<file path="config.mk">
export PLATFORM = sky130hd
export DESIGN_NAME = rpx_slave_flat
export DESIGN_NICKNAME = d
export VERILOG_FILES = /design/src/logic/rpx_pkg.sv /design/src/logic/rpx_if.sv /design/src/logic/rpx_slave.sv /design/src/flat_wrapper.sv
export SDC_FILE = /design/constraint.sdc
export NUM_CORES = 1
export LEC_CHECK = 0
export ABC_AREA = 1
export BUFFER_PORTS_ARGS = -buffer_cell sky130_fd_sc_hd__buf_2
export CAP_MARGIN = 20
export CORE_AREA = 4 4 119 207
export DETAILED_ROUTE_END_ITERATION = 12
export DIE_AREA = 0 0 123 211
export MAX_ROUTING_LAYER = met4
export PLACE_DENSITY = 0.36
export SETUP_SLACK_MARGIN = 0.4
export SLEW_MARGIN = 40
export SYNTH_ARGS = -nofsm -noshare
export SYNTH_HDL_FRONTEND = slang
export SYNTH_SLANG_ARGS = --single-unit
</file>
<file path="constraint.sdc">
create_clock -name core_clk -period 3.1 [get_ports core_clk]
set_input_delay 0.31 -clock core_clk [delete_from_list [all_inputs] [get_ports core_clk]]
set_output_delay 0.31 -clock core_clk [all_outputs]
set_load 0.01 [all_outputs]
</file>
<file path="src/logic/rpx_pkg.sv">
// Shared constants and the partner function for the register-pair I2C expander link
package rpx_pkg;
  localparam int unsigned CLK_HZ = 50_000_000;
  localparam int unsigned SCL_HZ = 100_000;
  localparam logic [15:0] SCL_HALF = 16'(CLK_HZ / (SCL_HZ * 2));
  localparam logic [6:0] SLAVE_ADDR_DEF = 7'h74;
  localparam logic [2:0] REG_IN0 = 3'h0;
  localparam logic [2:0] REG_IN1 = 3'h1;
  localparam logic [2:0] REG_OUT0 = 3'h2;
  localparam logic [2:0] REG_POL0 = 3'h4;
  localparam logic [2:0] REG_CFG0 = 3'h6;
  localparam logic [7:0] OUT_RST = 8'hFF;
  localparam logic [7:0] POL_RST = 8'h00;
  localparam logic [7:0] CFG_RST = 8'hFF;
  localparam logic [2:0] PTR_RST = 3'h0;
  localparam logic [2:0] BIT_LAST = 3'h7;
  localparam logic [2:0] PTR_MASK = 3'h7;
  // APB register offsets of the controller
  localparam logic [11:0] A_CMD = 12'h000;
  localparam logic [11:0] A_TXD = 12'h004;
  localparam logic [11:0] A_RXD = 12'h008;
  localparam logic [11:0] A_STAT = 12'h00C;
  localparam logic [11:0] A_ADDR = 12'h010;
  // Command codes written to A_CMD
  localparam logic [2:0] C_START = 3'h1;
  localparam logic [2:0] C_WRITE = 3'h2;
  localparam logic [2:0] C_READ_ACK = 3'h3;
  localparam logic [2:0] C_READ_NACK = 3'h4;
  localparam logic [2:0] C_STOP = 3'h5;
  // Partner register of the same pair
  function automatic logic [2:0] partner(input logic [2:0] r);
    return {r[2:1], ~r[0]};
  endfunction : partner
endpackage : rpx_pkg

</file>
<file path="src/logic/rpx_if.sv">
// Two-wire bus joining the expander slave and the bus controller
`timescale 1ns/100ps
interface rpx_if;
  logic scl_o;
  logic scl_oe_n;
  logic sda_m_o;
  logic sda_m_oe_n;
  logic sda_s_o;
  logic sda_s_oe_n;
  logic scl;
  logic sda;
  modport master (output scl_o, output scl_oe_n, output sda_m_o, output sda_m_oe_n,
    input scl, input sda);
  modport slave (output sda_s_o, output sda_s_oe_n, input scl, input sda);
endinterface : rpx_if

</file>
<file path="src/logic/rpx_slave.sv">
// Slave end: I2C register-pair expander core
// What this block does
// RQ1: Master writes address, command, then data
// RQ2: First byte loads pointer; data goes there
// RQ3: After each write pointer goes to partner
// RQ4: Unlimited write bytes alternate within pair
// RQ5: Pointed read: command, restart, address read
// RQ6: Read returns pointer register, then partner
// RQ7: Final read byte nacked; slave releases SDA
// RQ8: Pointer persists across start, points partner
// RQ9: Input captured at acknowledge clock rise
// RQ10: Read without command uses held pointer
// RQ11: Stop anytime; last acknowledged data valid
// RQ12: Power-on release resets registers and FSM
// RQ13: Power-off trip re-enters reset
// RQ14: Input pair read-only, shows pins
// RQ15: Output pair resets ones, reads stored
// RQ16: Polarity pair resets zero, inverts input
// RQ17: Config pair resets ones, 1 means input
// RQ18: Ack own address only, else ignore
//
// Design decisions made here: the placing of the registers.
`timescale 1ns/100ps
module rpx_slave (
  input wire logic core_clk, // System clock
  input wire logic rst, // Synchronous reset
  input wire logic power_on_release_level, // Supply above release level
  input wire logic power_off_trip_level, // Supply below trip level
  input wire logic [6:0] slave_addr, // Configured slave address
  input wire logic [15:0] port_in, // Port pin levels
  output logic [15:0] port_out, // Output register pair
  output logic [15:0] port_dir_in, // Config pair, 1 means input
  rpx_if.slave bus // Two-wire bus
);
  typedef enum logic [2:0] {
    ST_IDLE = 3'b000,
    ST_ADDR = 3'b001,
    ST_ACK = 3'b010,
    ST_CMD = 3'b011,
    ST_WDATA = 3'b100,
    ST_RDATA = 3'b101,
    ST_RACK = 3'b110
  } rpx_slave_state_e;
  typedef struct packed {
    rpx_slave_state_e st;
    logic [1:0] scl_s;
    logic [1:0] sda_s;
    logic scl_p;
    logic sda_p;
    logic [2:0] bitc;
    logic [7:0] sh;
    logic rd;
    logic got_cmd;
    logic [2:0] ptr;
    logic [15:0] in_reg;
    logic [15:0] out_reg;
    logic [15:0] pol_reg;
    logic [15:0] cfg_reg;
    logic drive_low;
    logic por_hold;
    logic full;
    logic [1:0] trip_s;
    logic [1:0] rel_s;
    logic [15:0] pin_s0;
    logic [15:0] pin_s1;
  } rpx_slave_s;
  rpx_slave_s s_q, s_d;
  logic scl_r, scl_f, start_c, stop_c, por_rst;

  function automatic logic [7:0] reg_rd(input rpx_slave_s s, input logic [2:0] r);
    logic [15:0] v;
    v = s.in_reg;
    unique case (r[2:1])
      2'd0: v = s.in_reg;
      2'd1: v = s.out_reg; // see RQ15
      2'd2: v = s.pol_reg;
      2'd3: v = s.cfg_reg;
    endcase
    return r[0] ? v[15:8] : v[7:0];
  endfunction : reg_rd

  assign scl_r = s_q.scl_s[1] && !s_q.scl_p;
  assign scl_f = !s_q.scl_s[1] && s_q.scl_p;
  assign start_c = s_q.scl_s[1] && s_q.scl_p && s_q.sda_p && !s_q.sda_s[1];
  assign stop_c = s_q.scl_s[1] && s_q.scl_p && !s_q.sda_p && s_q.sda_s[1];
  assign por_rst = rst || s_q.por_hold;

  always_comb begin
    s_d = s_q;
    s_d.scl_s = {s_q.scl_s[0], bus.scl};
    s_d.sda_s = {s_q.sda_s[0], bus.sda};
    s_d.scl_p = s_q.scl_s[1];
    s_d.sda_p = s_q.sda_s[1];
    // Supply levels and port pins are asynchronous: two flops each
    s_d.trip_s = {s_q.trip_s[0], power_off_trip_level};
    s_d.rel_s = {s_q.rel_s[0], power_on_release_level};
    s_d.pin_s0 = port_in;
    s_d.pin_s1 = s_q.pin_s0;
    if (s_q.trip_s[1]) begin
      s_d.por_hold = 1'b1; // see RQ13
    end else if (s_q.rel_s[1]) begin
      s_d.por_hold = 1'b0; // see RQ12
    end
    if (start_c) begin
      s_d.st = ST_ADDR; // see RQ8
      s_d.bitc = 3'h0;
      s_d.full = 1'b0;
      s_d.drive_low = 1'b0;
      s_d.got_cmd = 1'b0;
    end else if (stop_c) begin
      s_d.st = ST_IDLE; // see RQ11
      s_d.drive_low = 1'b0;
    end else begin
      unique case (s_q.st)
        ST_IDLE: s_d.drive_low = 1'b0; // see RQ18
        ST_ADDR, ST_CMD, ST_WDATA: begin
          if (scl_r) begin
            s_d.sh = {s_q.sh[6:0], s_q.sda_s[1]};
            s_d.bitc = s_q.bitc + 3'h1;
            // Marks a whole byte, so the clock fall after a start is ignored
            s_d.full = (s_q.bitc == rpx_pkg::BIT_LAST);
          end
          if (scl_f && s_q.full) begin
            // Eighth bit shifted in: decide the acknowledge
            s_d.full = 1'b0;
            if (s_q.st == ST_ADDR) begin
              if (s_q.sh[7:1] == slave_addr) begin
                s_d.rd = s_q.sh[0];
                s_d.drive_low = 1'b1;
                s_d.st = ST_ACK;
              end else begin
                s_d.st = ST_IDLE; // see RQ18
              end
            end else if (s_q.st == ST_CMD) begin
              s_d.ptr = s_q.sh[2:0] & rpx_pkg::PTR_MASK; // see RQ2
              s_d.got_cmd = 1'b1;
              s_d.drive_low = 1'b1;
              s_d.st = ST_ACK;
            end else begin
              unique case (s_q.ptr[2:1])
                2'd0: ; // see RQ14
                2'd1: if (s_q.ptr[0]) s_d.out_reg[15:8] = s_q.sh;
                      else s_d.out_reg[7:0] = s_q.sh;
                2'd2: if (s_q.ptr[0]) s_d.pol_reg[15:8] = s_q.sh;
                      else s_d.pol_reg[7:0] = s_q.sh;
                2'd3: if (s_q.ptr[0]) s_d.cfg_reg[15:8] = s_q.sh;
                      else s_d.cfg_reg[7:0] = s_q.sh;
              endcase
              s_d.ptr = rpx_pkg::partner(s_q.ptr); // see RQ3
              s_d.drive_low = 1'b1;
              s_d.st = ST_ACK;
            end
          end
        end
        ST_ACK: begin
          if (scl_r && s_q.rd && !s_q.got_cmd) begin
            s_d.in_reg = s_q.pin_s1 ^ s_q.pol_reg; // see RQ9
          end
          if (scl_f) begin
            s_d.bitc = 3'h0;
            if (s_q.rd && !s_q.got_cmd) begin
              s_d.sh = reg_rd(s_q, s_q.ptr); // see RQ10
              s_d.drive_low = !s_d.sh[7];
              s_d.st = ST_RDATA;
            end else begin
              s_d.drive_low = 1'b0;
              s_d.st = s_q.got_cmd ? ST_WDATA : ST_CMD; // see RQ4
            end
          end
        end
        ST_RDATA: if (scl_f) begin
          if (s_q.bitc == rpx_pkg::BIT_LAST) begin
            s_d.drive_low = 1'b0;
            s_d.ptr = rpx_pkg::partner(s_q.ptr); // see RQ6
            s_d.st = ST_RACK;
          end else begin
            s_d.sh = {s_q.sh[6:0], 1'b0};
            s_d.drive_low = !s_q.sh[6];
            s_d.bitc = s_q.bitc + 3'h1;
          end
        end
        ST_RACK: begin
          if (scl_r) begin
            s_d.in_reg = s_q.pin_s1 ^ s_q.pol_reg; // see RQ9
            s_d.got_cmd = s_q.sda_s[1]; // Nack marks the end
          end
          if (scl_f) begin
            s_d.bitc = 3'h0;
            if (s_q.got_cmd) begin
              s_d.st = ST_IDLE; // see RQ7
            end else begin
              s_d.sh = reg_rd(s_q, s_q.ptr);
              s_d.drive_low = !s_d.sh[7];
              s_d.st = ST_RDATA;
            end
          end
        end
        default: s_d.st = ST_IDLE;
      endcase
    end
  end

  always_ff @(posedge core_clk) begin
    if (por_rst) begin
      s_q <= '0; // see RQ12
      s_q.scl_s <= 2'b11;
      s_q.sda_s <= 2'b11;
      s_q.scl_p <= 1'b1;
      s_q.sda_p <= 1'b1;
      s_q.ptr <= rpx_pkg::PTR_RST;
      s_q.out_reg <= {2{rpx_pkg::OUT_RST}}; // see RQ15
      s_q.pol_reg <= {2{rpx_pkg::POL_RST}}; // see RQ16
      s_q.cfg_reg <= {2{rpx_pkg::CFG_RST}}; // see RQ17
      s_q.por_hold <= s_d.por_hold && !rst;
      // Supply synchronisers keep running so the hold can be released
      s_q.trip_s <= s_d.trip_s;
      s_q.rel_s <= s_d.rel_s;
    end else begin
      s_q <= s_d;
    end
  end

  assign port_out = s_q.out_reg;
  assign port_dir_in = s_q.cfg_reg; // see RQ17
  assign bus.sda_s_o = 1'b0;
  assign bus.sda_s_oe_n = !s_q.drive_low;
endmodule : rpx_slave

</file>
<file path="src/flat_wrapper.sv">
// flat-port wrapper written by rule: the top's interface ports become plain ports
module rpx_slave_flat 
  (core_clk, rst, power_on_release_level, power_off_trip_level, slave_addr, port_in, port_out, port_dir_in, bus_sda_s_o, bus_sda_s_oe_n, bus_scl, bus_sda);
  rpx_if bus_i ();
  input wire logic core_clk;
  input wire logic rst;
  input wire logic power_on_release_level;
  input wire logic power_off_trip_level;
  input wire logic [6:0] slave_addr;
  input wire logic [15:0] port_in;
  output logic [15:0] port_out;
  output logic [15:0] port_dir_in;
  output wire logic [$bits(bus_i.sda_s_o)-1:0] bus_sda_s_o;
  output wire logic [$bits(bus_i.sda_s_oe_n)-1:0] bus_sda_s_oe_n;
  input wire logic [$bits(bus_i.scl)-1:0] bus_scl;
  input wire logic [$bits(bus_i.sda)-1:0] bus_sda;
  assign bus_sda_s_o = bus_i.sda_s_o;
  assign bus_sda_s_oe_n = bus_i.sda_s_oe_n;
  assign bus_i.scl = bus_scl;
  assign bus_i.sda = bus_sda;
  rpx_slave u_core (.core_clk(core_clk), .rst(rst), .power_on_release_level(power_on_release_level), .power_off_trip_level(power_off_trip_level), .slave_addr(slave_addr), .port_in(port_in), .port_out(port_out), .port_dir_in(port_dir_in), .bus(bus_i));
endmodule
</file>
# [Word-level counts from Yosys, hierarchy flattened]
# Cells that the tools add are included.
[totals] rom_bits=0 out_inout_bits=34 register_bits=128 word_cells=194 mem_count=0 latch_bits=0 ram_bits=0 in_bits=29
[op_classes] addsub=1 order_cmp=0 n_reduce_logical=51 div=0 mul=0 muxes=77 n_shift=0 n_eq_ne=31 bitwise=8
[ops] operator="$mux W16" count=15
[ops] operator="$mux W48" count=2
[ops] operator="$mux W8" count=10
[ops] operator="$pmux W16 S4" count=1
[ops] operator="$mux W11" count=5
[ops] operator="$mux W49" count=1
[ops] operator="$reduce_and A8 Y1" count=6
[ops] operator="$pmux W11 S4" count=1
[ops] operator="$mux W38" count=1
[ops] operator="$pmux W16 S2" count=1
[ops] operator="$mux W3" count=10
[ops] operator="$reduce_and A7 Y1" count=4
[ops] operator="$reduce_and A6 Y1" count=4
[ops] operator="$mux W1" count=22
[ops] operator="$ne A2 B1 Y1 const B" count=10
[ops] operator="$ne A4 B1 Y1 const B" count=5
[ops] operator="$xor A16 B16 Y16" count=1
[ops] operator="$pmux W3 S5" count=1
[ops] operator="$eq A3 B3 Y1 const B" count=4
[ops] operator="$logic_and A1 B1 Y1" count=12
[ops] operator="$logic_not A1 Y1" count=10
[ops] operator="$reduce_and A10 Y1" count=1
[ops] operator="$reduce_bool A2 Y1" count=4
[ops] operator="$eq A7 B7 Y1" count=1
[ops] operator="24 further kinds" count=36

# [Logic depth before layout (Yosys ltp)]
[logic_depth] ltp_word=12 depth_mapped=12 ltp_nobuf=11

# [Least setup slack after synthesis]
# No wires, ideal clock.
[synth_path] path_type="reg2reg" startpoint="reg u_core.s_q[120] (netlist bit)" endpoint="reg u_core.s_q, in the netlist u_core.port_dir_in[6]" n_path_buf=1 setup_time_ns=0.138 required_ns=2.962 t_arrival_ns=1.540 stages_incl_launch_ff=9 period_less_slack_ns=1.678 setup_slack_ns=1.422 path_cell_list="dfxtp_1 > inv_1 > nor2_1 > nand2_1 > nor3_4 > nand3_4 > buf_6 > nand2_1 > o211ai_1"
[synth_via] elab_chain_cells=5 elab_cells_between_ends=10 classes_between="bitwise: 2; reduce/logical: 8"
[synth_rtl] element="start: declaration" line="rpx_slave.sv:67" rtl="rpx_slave_s s_q, s_d;"
[synth_rtl] element="$logic_and A1 B1 Y1" line="rpx_slave.sv:84, rpx_slave.sv:85"
[synth_rtl] element="$logic_and A1 B1 Y1 (on tied branches) (2 in series)" line="rpx_slave.sv:84, rpx_slave.sv:85"
[synth_rtl] element="$not A1 Y1 (no line)"
[synth_rtl] element="$reduce_and A8 Y1 (no line) *"
# Mark *: on every way between the ends. The rest lies on a longest branch, timed or not.
# A chain may end at the register's enable or synchronous reset.

# [Worst setup path in the final report]
[layout_path] startpoint="reg u_core.s_q[125] (netlist bit)" endpoint="reg u_core.s_q[108] (netlist bit)"
[layout_via] elab_chain_cells=4 elab_cells_between_ends=17 classes_between="eq/ne: 13; mux: 1; reduce/logical: 3"
[layout_rtl] element="$eq A3 B2 Y1, or another cell as far along" line="rpx_slave.sv:114" rtl="unique case (s_q.st)"
[layout_rtl] element="$reduce_or A3 Y1" line="rpx_slave.sv:114"
[layout_rtl] element="$ne A2 B1 Y1 (no line) or $reduce_bool A4 Y1 (tied branches)"
[layout_rtl] element="$reduce_and A10 Y1 (no line)"
# Several ways; a longest one is shown, not always the timed one.

==> metrics.md <==
| Metric | Value |
|---|---|
| Status | complete, no violations |
| Mapped Nets | roughly 800 |
| Clk Latency, worst-skew pair | 0.42 ns |
| Placed insts | 1085 |
| Max FO, Critical Path | 14 |
| Bufs on Longest Clock Path | 2 |
| Slowest-stage cell, CP | dfxtp_1 |
| Crit path largest cell delay | 0.46 ns |
| Vias in the first global route | 4709 |
| Post-Syn Instances | 767 |
| Half-perimeter wire length after placement | 12.99 mm |
| Most Frequent Cell on Critical Path | nand2_1 |
| Worst setup SP type | flop |
| Largest net degree at the start of global routing | 77 |
| Root Buffer | clkbuf_16 |
| Area of the multi-input gates | 0.002330 mm^2 |
| Crit Path Class | reg -> reg |
| RSZ-0062 raised after global routing | no |
| Cells taking the most area after synthesis | dfxtp_1, nand2_1, inv_1 |
| WL final | 17.15 mm |
| Synth warn | 0 |
| Post-CTS Setup Bufs | 0 |
| Design Area, Final | ~0.0067 mm^2 |
| Area grow syn2layout | 18.28% |
| Worst Tran Pin Value | slightly below 0.8 ns |
| Synthesized flop and latch total | 128 |
| Htree depth | 4 |
| Fin. max-slew vios | 0 |
| Full die area | 0.02595 mm^2 |
| Remaining antenna violation count after routing | 0 |
| Fmax | between 0.4 and 0.5 GHz |
| Sequential cell area | 0.002562 mm^2 |
| Dpl ws | a little under 0.7 ns |
| Drt first pass iters | 4 |
| WL/cell | 15.33 um |
| Critical path required time | 3.41 ns |
| Routed vias/inst | roughly 4.3 |
| CTS buffer count | 17 |
| DRC violations left | 0 |
| Non-Filler Instances | 1119 |
| Filler cell count | 2544 |
| Relative slew slack | 0.4743 |
| Row count | 74 |
| CTS tree | done |
| First-pass GRT wire length | 26.81 mm |
| Die extent in y | about 210 um |
| # diodes | 0 |
| Share of cells above drive strength 1 | 0.1546 |
| Final setup violation count | 0 |
| Util after Layout | 0.2914 |
| Die X | 123 um |
| GP Congestion | just over 0.8 |
| Top-area cell type share of the netlist area | 0.4511 |
| CP arrival | 2.69 ns |
| Hold WS | 0.08366 ns |
| Clk_skew | 0.01131 ns |
| Pwr dens | 570.1 mW/mm^2 |
| CTS hold repair buffers | 2 |
| Crit-path cells | inv_1 > nand2_1 > nand2_1 > nand2_1 > nand2_1 > inv_1 > nand2_1 > nor2_2 > o21ai_0 > nor2_1 > nor2_1 |
| Core Footprint | between 0.02 and 0.025 mm^2 |
| Clock slew at reported path FFs | 0.06 ns |
| Yosys top cell by area | dfxtp_1 |
| Hold Path Class | in -> reg |
| Tcrit/Tclk final | 0.7680 |
| Critical Path Sink Type | flop |
| Vias post-DR | about 4800 |
| Sequential share of the synthesized area | 0.4511 |
| PostCTS Resize Cnt | 0 |
| Worst VDD drop | 0.0002795 V |
| Commonest cells after routing, fill and taps aside | nand2_1, dfxtp_1, inv_1 |
| Initial Util | 0.2464 |
| GRT overflow | 0 |
| GRT Total Usage | 0.1412 |
| Total Neg Setup Slack | 0 ns |
| Syn Area/Cell | 7.406 um^2 |
| Design Power | between 3 and 4 mW |
| Initial antenna violation count | 0 |
| Final #Nets | 833 |
| Ports | 63 |
| Placed cell areas | between 0.006 and 0.007 mm^2 |
| Fin. Hold Viols | 0 |
| Synth unique cells | 34 |
| Syn Std Cell Area | 0.005680 mm^2 |
| Clk sinks | around 130 |
| Max_cap viols | 0 |
| Leak | 2.935 nW |
| DRT iter0 DRCs | approximately 240 |
| Number of port buffers | approximately 60 |
| Commonest non-fill, non-tap cell in the layout | nand2_1 |
| Final period demand of the worst path | 2.381 ns |
| Final setup margin | between 0.7 and 0.8 ns |
[registers in the layout, summed over array words and instances, names as in the netlist]
register / count
u_core.port_dir_in: 16
u_core.port_out: 16
u_core.s_d: 22
u_core.s_q: 74
[report_power, final]
group | leakage [nW] | internal [mW] | switching [mW]
registers | 1.04 | 1.67 | 0.0117
logic | 1.61 | 0.0449 | 0.0827
clock network | 0.289 | 1.25 | 0.770
total | 2.94 | 2.97 | 0.865
[synthesized netlist by cell type (all sizes together)]
| cell type | number |
|---|---|
| a211oi | 1 |
| a21oi | 60 |
| a22oi | 2 |
| a32oi | 1 |
| buf | 42 |
| clkbuf | 19 |
| clkinv | 1 |
| conb | 1 |
| dfxtp | 128 |
| ha | 2 |
| inv | 110 |
| nand2 | 147 |
| nand3 | 27 |
| nand4 | 14 |
| nor2 | 90 |
| nor3 | 2 |
| o2111ai | 5 |
| o211ai | 33 |
| o21a | 1 |
| o21ai | 55 |
| o21bai | 1 |
| o22ai | 1 |
| or2 | 5 |
| xnor2 | 3 |
| xor2 | 16 |
[routing by layer]
layer,up-vias,part of all wire,GRT usage
li1,2499,-,-
met2,96,0.52,0.2500
met1,2235,0.42,0.1535
met5,-,0,-
met3,18,0.032,0.02599
met4,0,0.024,0.05736
[area by class of cell]
| type | count | share of cell area |
|---|---|---|
| well taps | 304 | 0.05661 |
| clock inverters | 12 | 0.01974 |
| inverters | 111 | 0.06201 |
| clock buffers | 20 | 0.06946 |
| multi-input cells | 467 | 0.3467 |
| repair buffers | 77 | 0.06406 |
| flip-flops and latches | 128 | 0.3814 |
[critical path: cells and delay by family (launching register included)]
family | cells | cell delay [ns]
AND/OR/NAND/NOR | 8 | 1.49
buffers and inverters | 2 | 0.14
flip-flops | 1 | 0.46
AO/OA/AOI/OAI | 1 | 0.18
[final timing paths]
path	end	start	depth (start not counted)	slack, ns
max	u_core.s_q[108]	u_core.s_q[125]	11	0.72
min reg2reg	u_core.s_q[35]	u_core.s_d[35]	0	0.33
min	u_core.s_d[122]	bus_sda	2	0.08
max reg2reg	u_core.s_q[108]	u_core.s_q[125]	11	0.72
[cells by family after synthesis]
logic type	synth area share
simple gates	0.2126
buf+inv	0.1401
compound gates	0.1619
flops	0.4511
xor+xnor	0.02930
fa+ha+maj	0.004405
other cells	0.0006602
(Power assumes the default switching activity.)
